**config.mk**
```make
export PLATFORM = sky130hd
export DESIGN_NAME = irac_ctrl
export DESIGN_NICKNAME = d
export VERILOG_FILES = /design/src/shared/irac_pkg.sv /design/src/verilog/irac_ctrl.sv
export VERILOG_INCLUDE_DIRS = /design/src /design/src/shared
export SDC_FILE = /design/constraint.sdc
export NUM_CORES = 1
export LEC_CHECK = 0
export BUFFER_PORTS_ARGS = -buffer_cell sky130_fd_sc_hd__buf_2
export CORE_UTILIZATION = 48
export CTS_BUF_LIST = sky130_fd_sc_hd__clkbuf_8
export DETAILED_ROUTE_END_ITERATION = 7
export PLACE_DENSITY = 0.84
export SKIP_LAST_GASP = 1
export SLEW_MARGIN = 10
export SYNTH_ARGS = -nofsm -noshare
export SYNTH_HDL_FRONTEND = slang
export SYNTH_SLANG_ARGS = --single-unit
```
**constraint.sdc**
```tcl
create_clock -name pclk -period 1.75 [get_ports pclk]
set_input_delay 0.0875 -clock pclk [delete_from_list [all_inputs] [get_ports pclk]]
set_output_delay 0.0875 -clock pclk [all_outputs]
set_load 0.02 [all_outputs]
```
**src/shared/irac_cfg.svh**
```systemverilog
/*
 Offsets, field positions, reset values and fixed patterns of the
 reservation adapter control register bank.
 Assumes inclusion by bare name; definitions only.
*/
`ifndef IRAC_CFG_SVH
`define IRAC_CFG_SVH

`define IRAC_CTRL_OFFSET 12'h000
`define IRAC_IRQ_STAT_OFFSET 12'h004
`define IRAC_IRQ_MASK_OFFSET 12'h008

`define IRAC_BIT_ADAPTER_EN 7
`define IRAC_BIT_CMD_IRQ_EN 6
`define IRAC_BIT_MASTER_IRQ_EN 5
`define IRAC_BIT_SLAVE_IRQ_EN 4
`define IRAC_BIT_BUS_OCC 3
`define IRAC_BIT_RESERVED 2
`define IRAC_BIT_ADDR_HIT 1
`define IRAC_BIT_ACK_RESERVE 0

`define IRAC_CTRL_RESET 4'h0
`define IRAC_CLEAR_KEY 4'h5

`define IRAC_EVT_CMD 0
`define IRAC_EVT_MASTER 1
`define IRAC_EVT_SLAVE 2
`define IRAC_EVT_CLEAR 3
`define IRAC_NUM_EVT 4

`endif

```
**src/shared/irac_pkg.sv**
```systemverilog
/*
 Types shared by the reservation adapter control bank.
 Assumes irac_cfg.svh is on the include path.
*/
package irac_pkg;
	typedef struct packed {
		logic psel;
		logic penable;
		logic pwrite;
		logic [11:0] paddr;
		logic [31:0] pwdata;
	} irac_apb_req_t;

	typedef struct packed {
		logic command_write_request;
		logic master_rx_request;
		logic master_tx_request;
		logic slave_rx_request;
		logic slave_tx_request;
	} irac_req_t;

	typedef struct packed {
		logic bus_occupied_flag;
		logic own_address_hit;
		logic ack_reply_reserve;
	} irac_stat_t;

	typedef struct packed {
		logic cmd_irq;
		logic master_irq;
		logic slave_irq;
	} irac_irq_t;
endpackage

```
**src/verilog/irac_ctrl.sv**
```systemverilog
/*
 APB register bank controlling the reservation adapter: adapter enable,
 interrupt enables, read-only bus status and a keyed module clear.
 Assumes request inputs come from logic on pclk; all three status bits
 arrive from the pin side and are synchronised here.
*/
// Contract
// - Command request irq gated by enable bit
// - Bit 5 gates master rx/tx irqs
// - Bit 4 gates slave rx/tx irqs
// - Bit 3 reports bus occupied, read-only
// - Bit 2 reads zero, unwritable
// - Bit 1 reports own address hit
// - Bit 0 shows reserved ack value
// - Writing 0101 to bits 3:0 clears module
// - Read-modify-write never forms clear pattern
// - Adapter enable hands bus pins to adapter
`timescale 1ns/1ns
`include "irac_cfg.svh"

module irac_ctrl (
	input wire logic pclk,
	input wire logic presetn,
	input wire irac_pkg::irac_apb_req_t apb_req,
	output logic pready,
	output logic pslverr,
	output logic [31:0] prdata,
	input wire irac_pkg::irac_req_t req_in,
	input wire irac_pkg::irac_stat_t stat_in,
	output irac_pkg::irac_irq_t irq_out,
	output logic adapter_enable,
	output logic pins_drive_en,
	output logic module_clear,
	output logic irq
);
	import irac_pkg::*;

	logic adapter_enable_nxt;
	logic cmd_req_irq_en_r;
	logic cmd_req_irq_en_nxt;
	logic master_xfer_irq_en_r;
	logic master_xfer_irq_en_nxt;
	logic slave_xfer_irq_en_r;
	logic slave_xfer_irq_en_nxt;
	logic bus_occ_s1_r;
	logic bus_occ_s2_r;
	logic addr_hit_s1_r;
	logic addr_hit_s2_r;
	logic ack_res_s1_r;
	logic ack_res_s2_r;
	logic [`IRAC_NUM_EVT-1:0] evt_stat_r;
	logic [`IRAC_NUM_EVT-1:0] evt_mask_r;
	logic [`IRAC_NUM_EVT-1:0] evt_now;
	logic [`IRAC_NUM_EVT-1:0] evt_prev_r;
	logic [`IRAC_NUM_EVT-1:0] evt_rise;
	logic [`IRAC_NUM_EVT-1:0] evt_w1c;
	logic setup_phase;
	logic wr_en;
	logic rd_en;
	logic wr_ctrl;
	logic wr_stat;
	logic wr_mask;
	logic sel_ctrl;
	logic sel_stat;
	logic sel_mask;
	logic clear_hit;
	logic [7:0] ctrl_view;
	logic [31:0] rd_nxt;
	logic pslverr_nxt;
	logic irq_nxt;
	logic cmd_irq_nxt;
	logic master_irq_nxt;
	logic slave_irq_nxt;

	function automatic logic addr_is(input logic [11:0] a, input logic [11:0] off);
		addr_is = (a == off);
	endfunction

	function automatic logic addr_known(input logic [11:0] a);
		addr_known = addr_is(a, `IRAC_CTRL_OFFSET) || addr_is(a, `IRAC_IRQ_STAT_OFFSET)
			|| addr_is(a, `IRAC_IRQ_MASK_OFFSET);
	endfunction

	// Both halves of a group raise the same line
	function automatic logic group_req(input logic rx, input logic tx, input logic en);
		group_req = (rx || tx) && en;
	endfunction

	// Decodes shared by the write and read paths
	assign sel_ctrl = addr_is(apb_req.paddr, `IRAC_CTRL_OFFSET);
	assign sel_stat = addr_is(apb_req.paddr, `IRAC_IRQ_STAT_OFFSET);
	assign sel_mask = addr_is(apb_req.paddr, `IRAC_IRQ_MASK_OFFSET);

	// Zero-wait slave: access phase completes on its first edge
	assign setup_phase = apb_req.psel && !apb_req.penable;
	assign wr_en = apb_req.psel && apb_req.penable && apb_req.pwrite;
	assign rd_en = setup_phase && !apb_req.pwrite;
	assign wr_ctrl = wr_en && sel_ctrl;
	assign wr_stat = wr_en && sel_stat;
	assign wr_mask = wr_en && sel_mask;

	// Bits 3:0 written back by read-modify-write carry bit 2 as zero
	assign clear_hit = wr_ctrl && (apb_req.pwdata[3:0] == `IRAC_CLEAR_KEY);

	// Status from the bus side crosses into pclk, one pair per bit
	always_ff @(posedge pclk or negedge presetn) begin
		if (!presetn) begin
			bus_occ_s1_r <= 1'b0;
			bus_occ_s2_r <= 1'b0;
		end else begin
			bus_occ_s1_r <= stat_in.bus_occupied_flag;
			bus_occ_s2_r <= bus_occ_s1_r;
		end
	end

	always_ff @(posedge pclk or negedge presetn) begin
		if (!presetn) begin
			addr_hit_s1_r <= 1'b0;
			addr_hit_s2_r <= 1'b0;
		end else begin
			addr_hit_s1_r <= stat_in.own_address_hit;
			addr_hit_s2_r <= addr_hit_s1_r;
		end
	end

	always_ff @(posedge pclk or negedge presetn) begin
		if (!presetn) begin
			ack_res_s1_r <= 1'b0;
			ack_res_s2_r <= 1'b0;
		end else begin
			ack_res_s1_r <= stat_in.ack_reply_reserve;
			ack_res_s2_r <= ack_res_s1_r;
		end
	end

	// Only the second stage feeds the read path
	always_comb begin
		ctrl_view = 8'h00;
		ctrl_view[`IRAC_BIT_ADAPTER_EN] = adapter_enable;
		ctrl_view[`IRAC_BIT_CMD_IRQ_EN] = cmd_req_irq_en_r;
		ctrl_view[`IRAC_BIT_MASTER_IRQ_EN] = master_xfer_irq_en_r;
		ctrl_view[`IRAC_BIT_SLAVE_IRQ_EN] = slave_xfer_irq_en_r;
		ctrl_view[`IRAC_BIT_BUS_OCC] = bus_occ_s2_r;
		ctrl_view[`IRAC_BIT_RESERVED] = 1'b0;
		ctrl_view[`IRAC_BIT_ADDR_HIT] = addr_hit_s2_r;
		ctrl_view[`IRAC_BIT_ACK_RESERVE] = ack_res_s2_r;
	end

	// Key wins over the upper bits of the same write
	always_comb begin
		adapter_enable_nxt = adapter_enable;
		cmd_req_irq_en_nxt = cmd_req_irq_en_r;
		master_xfer_irq_en_nxt = master_xfer_irq_en_r;
		slave_xfer_irq_en_nxt = slave_xfer_irq_en_r;
		if (clear_hit) begin
			adapter_enable_nxt = 1'b0;
			cmd_req_irq_en_nxt = 1'b0;
			master_xfer_irq_en_nxt = 1'b0;
			slave_xfer_irq_en_nxt = 1'b0;
		end else if (wr_ctrl) begin
			adapter_enable_nxt = apb_req.pwdata[`IRAC_BIT_ADAPTER_EN];
			cmd_req_irq_en_nxt = apb_req.pwdata[`IRAC_BIT_CMD_IRQ_EN];
			master_xfer_irq_en_nxt = apb_req.pwdata[`IRAC_BIT_MASTER_IRQ_EN];
			slave_xfer_irq_en_nxt = apb_req.pwdata[`IRAC_BIT_SLAVE_IRQ_EN];
		end
	end

	always_ff @(posedge pclk or negedge presetn) begin
		if (!presetn) begin
			adapter_enable <= 1'b0;
		end else begin
			adapter_enable <= adapter_enable_nxt;
		end
	end

	always_ff @(posedge pclk or negedge presetn) begin
		if (!presetn) begin
			cmd_req_irq_en_r <= 1'b0;
		end else begin
			cmd_req_irq_en_r <= cmd_req_irq_en_nxt;
		end
	end

	always_ff @(posedge pclk or negedge presetn) begin
		if (!presetn) begin
			master_xfer_irq_en_r <= 1'b0;
		end else begin
			master_xfer_irq_en_r <= master_xfer_irq_en_nxt;
		end
	end

	always_ff @(posedge pclk or negedge presetn) begin
		if (!presetn) begin
			slave_xfer_irq_en_r <= 1'b0;
		end else begin
			slave_xfer_irq_en_r <= slave_xfer_irq_en_nxt;
		end
	end

	// One-cycle pulse; the controller side treats it as a reset
	always_ff @(posedge pclk or negedge presetn) begin
		if (!presetn) begin
			module_clear <= 1'b0;
		end else begin
			module_clear <= clear_hit;
		end
	end

	// Pins let go in the same cycle as the clear pulse
	always_ff @(posedge pclk or negedge presetn) begin
		if (!presetn) begin
			pins_drive_en <= 1'b0;
		end else begin
			pins_drive_en <= adapter_enable && !clear_hit;
		end
	end

	// Gated request outputs follow flags and enables
	assign cmd_irq_nxt = req_in.command_write_request && cmd_req_irq_en_r;
	assign master_irq_nxt = group_req(req_in.master_rx_request, req_in.master_tx_request,
		master_xfer_irq_en_r);
	assign slave_irq_nxt = group_req(req_in.slave_rx_request, req_in.slave_tx_request,
		slave_xfer_irq_en_r);

	always_ff @(posedge pclk or negedge presetn) begin
		if (!presetn) begin
			irq_out.cmd_irq <= 1'b0;
		end else begin
			irq_out.cmd_irq <= cmd_irq_nxt;
		end
	end

	always_ff @(posedge pclk or negedge presetn) begin
		if (!presetn) begin
			irq_out.master_irq <= 1'b0;
		end else begin
			irq_out.master_irq <= master_irq_nxt;
		end
	end

	always_ff @(posedge pclk or negedge presetn) begin
		if (!presetn) begin
			irq_out.slave_irq <= 1'b0;
		end else begin
			irq_out.slave_irq <= slave_irq_nxt;
		end
	end

	always_comb begin
		evt_now = '0;
		evt_now[`IRAC_EVT_CMD] = irq_out.cmd_irq;
		evt_now[`IRAC_EVT_MASTER] = irq_out.master_irq;
		evt_now[`IRAC_EVT_SLAVE] = irq_out.slave_irq;
		evt_now[`IRAC_EVT_CLEAR] = clear_hit;
	end

	always_ff @(posedge pclk or negedge presetn) begin
		if (!presetn) begin
			evt_prev_r <= '0;
		end else begin
			evt_prev_r <= evt_now;
		end
	end

	// Edge, not level, so a held request sets the bit once
	assign evt_rise = evt_now & ~evt_prev_r;
	assign evt_w1c = wr_stat ? apb_req.pwdata[`IRAC_NUM_EVT-1:0] : '0;

	// Sticky status: a rising event beats a write-one clear
	generate
		for (genvar i = 0; i < `IRAC_NUM_EVT; i++) begin : g_evt
			always_ff @(posedge pclk or negedge presetn) begin
				if (!presetn) begin
					evt_stat_r[i] <= 1'b0;
				end else if (evt_rise[i]) begin
					evt_stat_r[i] <= 1'b1;
				end else if (evt_w1c[i]) begin
					evt_stat_r[i] <= 1'b0;
				end
			end
		end
	endgenerate

	always_ff @(posedge pclk or negedge presetn) begin
		if (!presetn) begin
			evt_mask_r <= '0;
		end else if (wr_mask) begin
			evt_mask_r <= apb_req.pwdata[`IRAC_NUM_EVT-1:0];
		end
	end

	// Registered, so the line lags the status by one cycle
	assign irq_nxt = |(evt_stat_r & evt_mask_r);

	always_ff @(posedge pclk or negedge presetn) begin
		if (!presetn) begin
			irq <= 1'b0;
		end else begin
			irq <= irq_nxt;
		end
	end

	// Unmapped offsets read as zero
	always_comb begin
		rd_nxt = 32'h0000_0000;
		if (sel_ctrl) begin
			rd_nxt = {24'h000000, ctrl_view};
		end else if (sel_stat) begin
			rd_nxt = {28'h0000000, evt_stat_r};
		end else if (sel_mask) begin
			rd_nxt = {28'h0000000, evt_mask_r};
		end
	end

	// Read data captured in setup so it is stable in access phase
	always_ff @(posedge pclk or negedge presetn) begin
		if (!presetn) begin
			prdata <= 32'h0000_0000;
		end else if (rd_en) begin
			prdata <= rd_nxt;
		end
	end

	assign pslverr_nxt = setup_phase && !addr_known(apb_req.paddr);

	// No wait states: ready rises for exactly the first access cycle
	always_ff @(posedge pclk or negedge presetn) begin
		if (!presetn) begin
			pready <= 1'b0;
		end else begin
			pready <= setup_phase;
		end
	end

	always_ff @(posedge pclk or negedge presetn) begin
		if (!presetn) begin
			pslverr <= 1'b0;
		end else begin
			pslverr <= pslverr_nxt;
		end
	end
endmodule

```
## Word-level counts from Yosys, hierarchy flattened

Index checks and enable logic that the tools add are counted.
W data, S select, Z words.

- Flip-flop bits (word level): 62
- Word-level logic and storage cells: 79
- Input port bits: 57
- Output and inout port bits: 41

- Eq/ne operators: 3
- Bitwise operators: 3
- Reductions and logical operators: 28
- Muxes and demuxes: 20

Operators with widths:

| kind | count |
|---|---|
| $mux W32 | 2 |
| $mux W1 | 16 |
| $logic_and A1 B1 Y1 | 13 |
| $eq A12 B3 Y1 const B | 1 |
| $eq A12 B4 Y1 const B | 1 |
| $logic_not A12 Y1 | 1 |
| $reduce_bool A2 Y1 | 5 |
| $and A4 B4 Y4 | 2 |
| $mux W4 | 2 |
| $eq A4 B3 Y1 const B | 1 |
| $logic_not A1 Y1 | 4 |
| $logic_or A1 B1 Y1 | 4 |
| $not A4 Y4 | 1 |
| $reduce_or A4 Y1 | 1 |

## Depth between registers and ports, before layout

Gate-level depths: netlist (run 1).

- Depth in word-level cells: 6
- Depth in mapped cells: 5
- Mapped depth without buffers: 4

## Least setup slack after synthesis (run 1)

Ideal clock, no wire load.

- Path kind: input-to-reg
- From: input apb_req[37] (netlist bit)
- To: register evt_mask_r[0]
- Path buffers: 1
- Setup time: 0.125 ns
- Setup slack: 0.501 ns
- Arrival time: 1.124 ns
- Stages on the path: 5
- Required time: 1.625 ns
- Cells stage by stage: nor4_2 > and3_1 > buf_4 > nand3_4 > mux2_4

- Longest elaborated chain between the ends: 2

Ends and longest elaborated chain:

| item | RTL line | text |
|---|---|---|
| start, declared | irac_ctrl.sv:24 | `input wire irac_pkg::irac_apb_req_t apb_req,` |
| $eq A12 B4 Y1 | irac_ctrl.sv:76 | `addr_is = (a == off);` |
| $logic_and A1 B1 Y1 | irac_ctrl.sv:100 | `assign wr_mask = wr_en && sel_mask;` |
| end signal, assigned | irac_ctrl.sv:288 | `` evt_mask_r <= apb_req.pwdata[`IRAC_NUM_EVT-1:0]; `` |
| end, declared | irac_ctrl.sv:52 | `` logic [`IRAC_NUM_EVT-1:0] evt_mask_r; `` |

Every way passes these cells.
A chain may end at the register's enable or synchronous reset.

## Final worst setup path (run 1)

- From: input apb_req[45] (netlist bit)
- To: register prdata[4]

- Longest elaborated chain between the ends: 3

Ends and longest elaborated chain:

| item | RTL line | text |
|---|---|---|
| $logic_not A1 Y1 | irac_ctrl.sv:95 | `assign setup_phase = apb_req.psel && !apb_req.penable;` |
| $logic_and A1 B1 Y1 | irac_ctrl.sv:95 |  |
| $logic_and A1 B1 Y1 | irac_ctrl.sv:97 | `assign rd_en = setup_phase && !apb_req.pwrite;` |
| end signal, assigned | irac_ctrl.sv:320 | `prdata <= rd_nxt;` |
| end, declared | irac_ctrl.sv:27 | `output logic [31:0] prdata,` |

Every way passes these cells.

==> qor.csv, run 1 <==
stage,metric,value,unit
sta,setup_viol,0,
power_and_ir_drop,p_leak,0.001103,uW
synthesis,avgSynthCellArea,11.63,um2
synthesis,synth-edff-count,0,
floorplan,core_region_area,3363,um2
floorplan,start_util,50.48,%
critical_path,arrival,1.83,ns
drt,drtAntennaViolNets,0,
clocking,root_buffer,clkbuf_8,
clocking,numCtsBuffers,5,
critical_path,cp_data_required_time,1.99,ns
synthesis,yosys_warnings,0,
run,max_cap_violations,0,
placed_design,portBuffers,49,
drt,wirelength,3228,um
global_routing,grt_max_degree,38,
power_and_ir_drop,ir_worst_vdd,468.6,uV
clocking,cts_tree,yes,
synthesis,synthTopCellsByCount,"dfrtp_1, buf_4, nand2_1, inv_1, a22o_1",
critical_path,slowest_stage,dlygate4sd3_1,
floorplan,rows,21,
cells_and_area,n_antenna_cell,0,
cells_and_area,nets,266,
sta,fin_worst_skew,0.004910,ns
placed_design,dp_hpwl,2219,um
synthesis,yosysMostFrequentCell,dfrtp_1,
sta,timing.final.crit_share,90.75,%
floorplan,die_w,61.48,um
drt,vias_per_cell,4.832,
floorplan,ios,98,
synthesis,synth_top_area_share,54.53,%
clocking,clock_sinks,37,
sta,hold_viol_final,0,
drt,drt_iter0_drc,43,
synthesis,ys_async_sr_fraction,100.0,%
clocking,htreeDepth,2,
sta,tightest_slew,0.8008,ns
synthesis,synth-seq-area-share,54.53,%
synthesis,synth_top_cell_by_area,dfrtp_1,
critical_path,cp-end-kind,register,
power_and_ir_drop,power_density,773.1,nW/um2
cells_and_area,fillCellCount,291,
sta,rsz0062_at_grt,no,
synthesis,synthFlopType,dfrtp_1,
drt,dr.pass1.iters,4,
sta,maxSlewHeadroom,46.62,%
critical_path,start_kind,input port,
drt,dr_total_vias,1237,
synthesis,synth-seq-cells,37,
cells_and_area,areaGrowthSynthToFinish,22.77,%
critical_path,slowest_delay,0.53,ns
cells_and_area,drive_above_1_share,32.86,%
critical_path,path_delay_family,simple AND/OR/NAND/NOR gates,
sta,setup_tns,0,ns
synthesis,yosysUniqueCellTypes,33,
clocking,clk_latency,0.30,ns
run_status,status,finished clean,
clocking,cts_resized,0,
critical_path,critPathKind,input port to register,
sta,slew_violations,0,
critical_path,worstPathCellList,dlygate4sd3_1 > buf_2 > or3b_4 > nor4_4 > a22o_1,
sta,fmax,629.7,MHz
synthesis,yosys-top-cells-area,"dfrtp_1, buf_4, a22o_1",
global_routing,grt_pass1_wl,4988,um
floorplan,die_h,61.48,um
drt,wl_per_cell,12.61,um
synthesis,postSynthCellCount,146,
critical_path,path_buf_inv,2,
synthesis,synthesis.area,1698,um2
clocking,cts_post_setup_buffers_inserted,0,
floorplan,die-area,3779,um2
clocking,cts_max_path_buffers,2,
global_routing,grt_pass1_vias,1089,
global_routing,grt.total_usage,19.37,%
global_routing,gr-total-overflow,0,
critical_path,path_max_fanout,13,
min_path,worstHoldPathType,input port to register,
sta,final.min_clock_period,1.588,ns
drt,post-route-drc-count,0,
global_routing,antenna_found_initial,0,
sta,holdWs,0.007447,ns
clocking,cts.reportedPaths.clkPinSlew,0.08,ns
placed_design,globalplace.congestion,0.8602,
==> registers in the layout, indices dropped and copies added (netlist names), 3 cells and up <==
signal / flops
evt_mask_r: 4
evt_prev_r: 4
evt_stat_r: 4
irq_out: 3
prdata: 8
==> stage by stage <==
stage | util, % | worst slack (ns) | power (uW) | cells | instance area [um2]
2_1_floorplan | - | 0.5006 | 1005 | 169 | 1784
3_3_place_gp | 56.70 | 0.2167 | 1028 | 239 | 1907
3_5_place_dp | 56.70 | 0.1784 | 1030 | 239 | 1907
4_1_cts | 61.98 | 0.1361 | 1629 | 256 | 2085
5_1_grt | 61.98 | 0.06000 | 1685 | 256 | 2085
6_report | 61.98 | 0.1619 | 1612 | 256 | 2085
==> per-layer routing <==
| layer | up-vias | global-route usage, % | wire, um |
|---|---|---|---|
| met5 | - | 0 | 0 |
| met4 | 0 | 12.38 | 86 |
| met3 | 8 | 5.042 | 205 |
| met2 | 52 | 29.97 | 1514 |
| met1 | 588 | 24.16 | 1421 |
| li1 | 589 | - | - |
==> logic make-up after synthesis <==
logic type / share of synthesized area (%)
AOI/OAI and AO/OA: 11.94
buffers and inverters: 14.37
muxes: 3.537
other: 0.2209
and+or+nand+nor: 15.40
DFF: 54.53
==> placed cells by master (no fill, tap or decap), types with 2 or more instances in the layout <==
cell / instances
a21oi_1: 4
a221oi_1: 3
a22o_1: 7
a22oi_1: 5
and3_1: 2
buf_2: 49
buf_4: 4
clkbuf_8: 5
clkinvlp_4: 2
conb_1: 24
dfrtp_1: 37
dlygate4sd3_1: 9
inv_1: 10
mux2_4: 4
nand2_1: 11
nand2b_1: 3
nand4_1: 5
nor2b_1: 3
nor3_1: 2
nor4_2: 2
o21a_1: 2
o21ai_0: 4
==> worst paths after layout <==
check	from	to	slack (ns)	depth (start not counted)
min reg2reg	addr_hit_s1_r	addr_hit_s2_r	0.35	0
min	req_in[2]	irq_out[1]	0.007	2
max reg2reg	slave_xfer_irq_en_r	irq_out[0]	0.61	2
max in group asynchronous	presetn	pready	0.82	2
max	apb_req[45]	prdata[4]	0.16	5
min in group asynchronous	presetn	evt_mask_r[1]	0.42	2
==> area by class of cell <==
type                       count  area [um2]  area share [%]
timing repair buffer          62       365.4           17.53
sequential                    37       925.9           44.42
clock inverter                 3       18.77          0.9004
multi-input combinational     94       614.3           29.47
inverter                       9       33.78           1.621
tap                           46       57.56           2.761
clock buffer                   5       68.82           3.301
==> power breakdown <==
part,total [uW],switching [uW],internal (uW)
sequential,869,3.61,866
combinational,158,105,52.6
clock,584,310,274
total,1610,419,1190
==> what timing repair did <==
action | 4_1_cts | 5_1_grt
hold endpoints to repair | 44 | 0
hold buffers | 9 | 0
setup endpoints to repair | 0 | 0
==> worst register-to-register path, delay by kind of cell, from the launching register on <==
family	cells	cell delay, ns
compound gates	1	0.10
flops	1	0.39
buf+inv	1	0.54
Power figures use the tool's default switching activity.
==> inputs of run 2 (changes only) <==
==> constraint.sdc (replaced) <==
create_clock -name pclk -period 1.75 [get_ports pclk]
set_input_delay 0.2625 -clock pclk [delete_from_list [all_inputs] [get_ports pclk]]
set_output_delay 0.2625 -clock pclk [all_outputs]
set_load 0.02 [all_outputs]
==> run 2 against run 1 <==
Critical path depth is 1 higher. Flip-flop and latch count did not move. Critical endpoint is now evt_stat_r[0]. Total power grew 18%.
==> qor.csv, run 2 (same netlist as run 1, synthesis figures left out) <==
stage,metric,value,unit
global_routing,grt_pass1_wl,5023,um
cells_and_area,top_register,prdata,
sta,setup_viol,0,
cells_and_area,drive_above_1_share,35.78,%
floorplan,start_util,50.48,%
global_routing,antenna_found_initial,0,
critical_path,timing.rr.end,prdata[1],
floorplan,rows,21,
critical_path,critPathKind,input port to register,
critical_path,cp_data_required_time,1.93,ns
sta,rsz0062_at_grt,no,
placed_design,globalplace.congestion,0.8049,
run_status,status,finished clean,
clocking,cts_tree,yes,
drt,vias_per_cell,4.868,
drt,post-route-drc-count,0,
floorplan,die_w,61.48,um
critical_path,slowest_delay,0.38,ns
drt,drt_iter0_drc,64,
cells_and_area,final_common_cell,buf_2,
drt,dr_wl_met3,217,um
sta,final.min_clock_period,1.415,ns
placed_design,portBuffers,49,
run,max_cap_violations,0,
cells_and_area,largest_reg_flops,8,
critical_path,reg2reg_slack,0.71,ns
cells_and_area,fin_area,2067,um2
sta,fmax,706.5,MHz
sta,timing.final.crit_share,80.89,%
power_and_ir_drop,comb_power_share,7.7,%
critical_path,slowest_stage,nor4_2,
critical_path,arrival,1.59,ns
drt,drtAntennaViolNets,0,
global_routing,grt_pass1_vias,1089,
drt,wl_met1,1368,um
cells_and_area,utilization,61.46,%
placed_design,placed_area,1929,um2
power_and_ir_drop,clkPwrFrac,46.6,%
global_routing,gr-total-overflow,0,
sta,holdWs,0.003751,ns
power_and_ir_drop,power.net_switching,418.9,uW
cells_and_area,nets,260,
cells_and_area,n_antenna_cell,0,
critical_path,rr_worst_depth,4,
clocking,htreeDepth,2,
clocking,numCtsBuffers,5,
power_and_ir_drop,p_sw_share,22.05,%
critical_path,path_max_fanout,5,
clocking,cts.reportedPaths.clkPinSlew,0.07,ns
drt,dr_total_vias,1217,
drt,wl_met2,1585,um
clocking,cts_post_setup_buffers_inserted,0,
drt,wl_per_cell,12.85,um
critical_path,reg2reg_from,evt_mask_r[1],
critical_path,worstPathCellList,buf_2 > nor4_2 > and3_1 > buf_4 > nand4_1 > a22o_1,
global_routing,grt_max_degree,38,
sta,setup_tns,0,ns
clocking,root_buffer,clkbuf_8,
floorplan,die-area,3779,um2
placed_design,dp_hpwl,2345,um
cells_and_area,areaGrowthSynthToFinish,21.74,%
critical_path,cp-end-kind,register,
sta,fin_worst_skew,0.006675,ns
critical_path,start_kind,input port,
floorplan,core_region_area,3363,um2
drt,wirelength,3212,um
global_routing,grt.total_usage,18.75,%
power_and_ir_drop,finalPower,1900,uW
power_and_ir_drop,power_density,919.3,nW/um2
drt,dr.pass1.iters,4,
clocking,cts_max_path_buffers,2,
power_and_ir_drop,p_leak,0.001104,uW
drt,highest_layer,met4,
clocking,cts_resized,0,
floorplan,ios,98,
power_and_ir_drop,p_int,1481,uW
clocking,clock_sinks,37,
clocking,hold_buffers,0,
clocking,clk_latency,0.29,ns
cells_and_area,layout_common_cells,"buf_2, dfrtp_1, conb_1",
power_and_ir_drop,ir_worst_vdd,512.1,uV
sta,hold_viol_final,0,
power_and_ir_drop,seq_power_share,45.8,%
floorplan,die_h,61.48,um
sta,slew_violations,0,
min_path,worstHoldPathType,input port to asynchronous set/reset pin,
## run 2: worst max-delay path by stage
stage | end | startpoint | depth (start not counted)
finish | evt_stat_r[0] | apb_req[33] | 6
global route | evt_stat_r[0] | apb_req[37] | 6
CTS | evt_stat_r[0] | apb_req[33] | 6
detailed placement | evt_stat_r[0] | apb_req[33] | 6
global placement | evt_stat_r[0] | apb_req[33] | 6
floorplan | evt_mask_r[0] | apb_req[37] | 5
## run 2: power groups by stage
stage	Sequential [uW]	Combinational [uW]	Clock, uW
detailed placement	886	146	0
global placement	885	145	0
finish	869	146	885
CTS	869	147	894
global route	871	163	945
floorplan	889	116	0
## run 2: metal layers
metal	up-vias	global-route usage [%]
li1	574	-
met1	587	24.86
met2	51	29.35
met3	5	4.622
met4	0	8.254
met5	-	0
## run 2: per-stage QoR
step,setup WS [ns],std cells
after floorplan,0.3256,169
after CTS,0.3370,250
after global routing,0.2549,250
final,0.3345,250
after global placement,0.07666,242
after detailed placement,0.03680,242
## run 2: cell type report
| cell class | count | area, um2 |
|---|---|---|
| Fill cell | 294 | 1296 |
| Sequential cell | 37 | 925.9 |
| Multi-Input combinational cell | 94 | 614.3 |
| Timing Repair Buffer | 56 | 297.8 |
| Clock buffer | 5 | 68.82 |
| Clock inverter | 3 | 68.82 |
| Tap cell | 46 | 57.56 |
| Inverter | 9 | 33.78 |
## run 2: worst max-delay path: cells and delay by family
| kind | cells | cell delay (ns) |
|---|---|---|
| and+or+nand+nor | 3 | 0.83 |
| buffers and inverters | 2 | 0.28 |
| AOI/OAI and AO/OA | 1 | 0.21 |
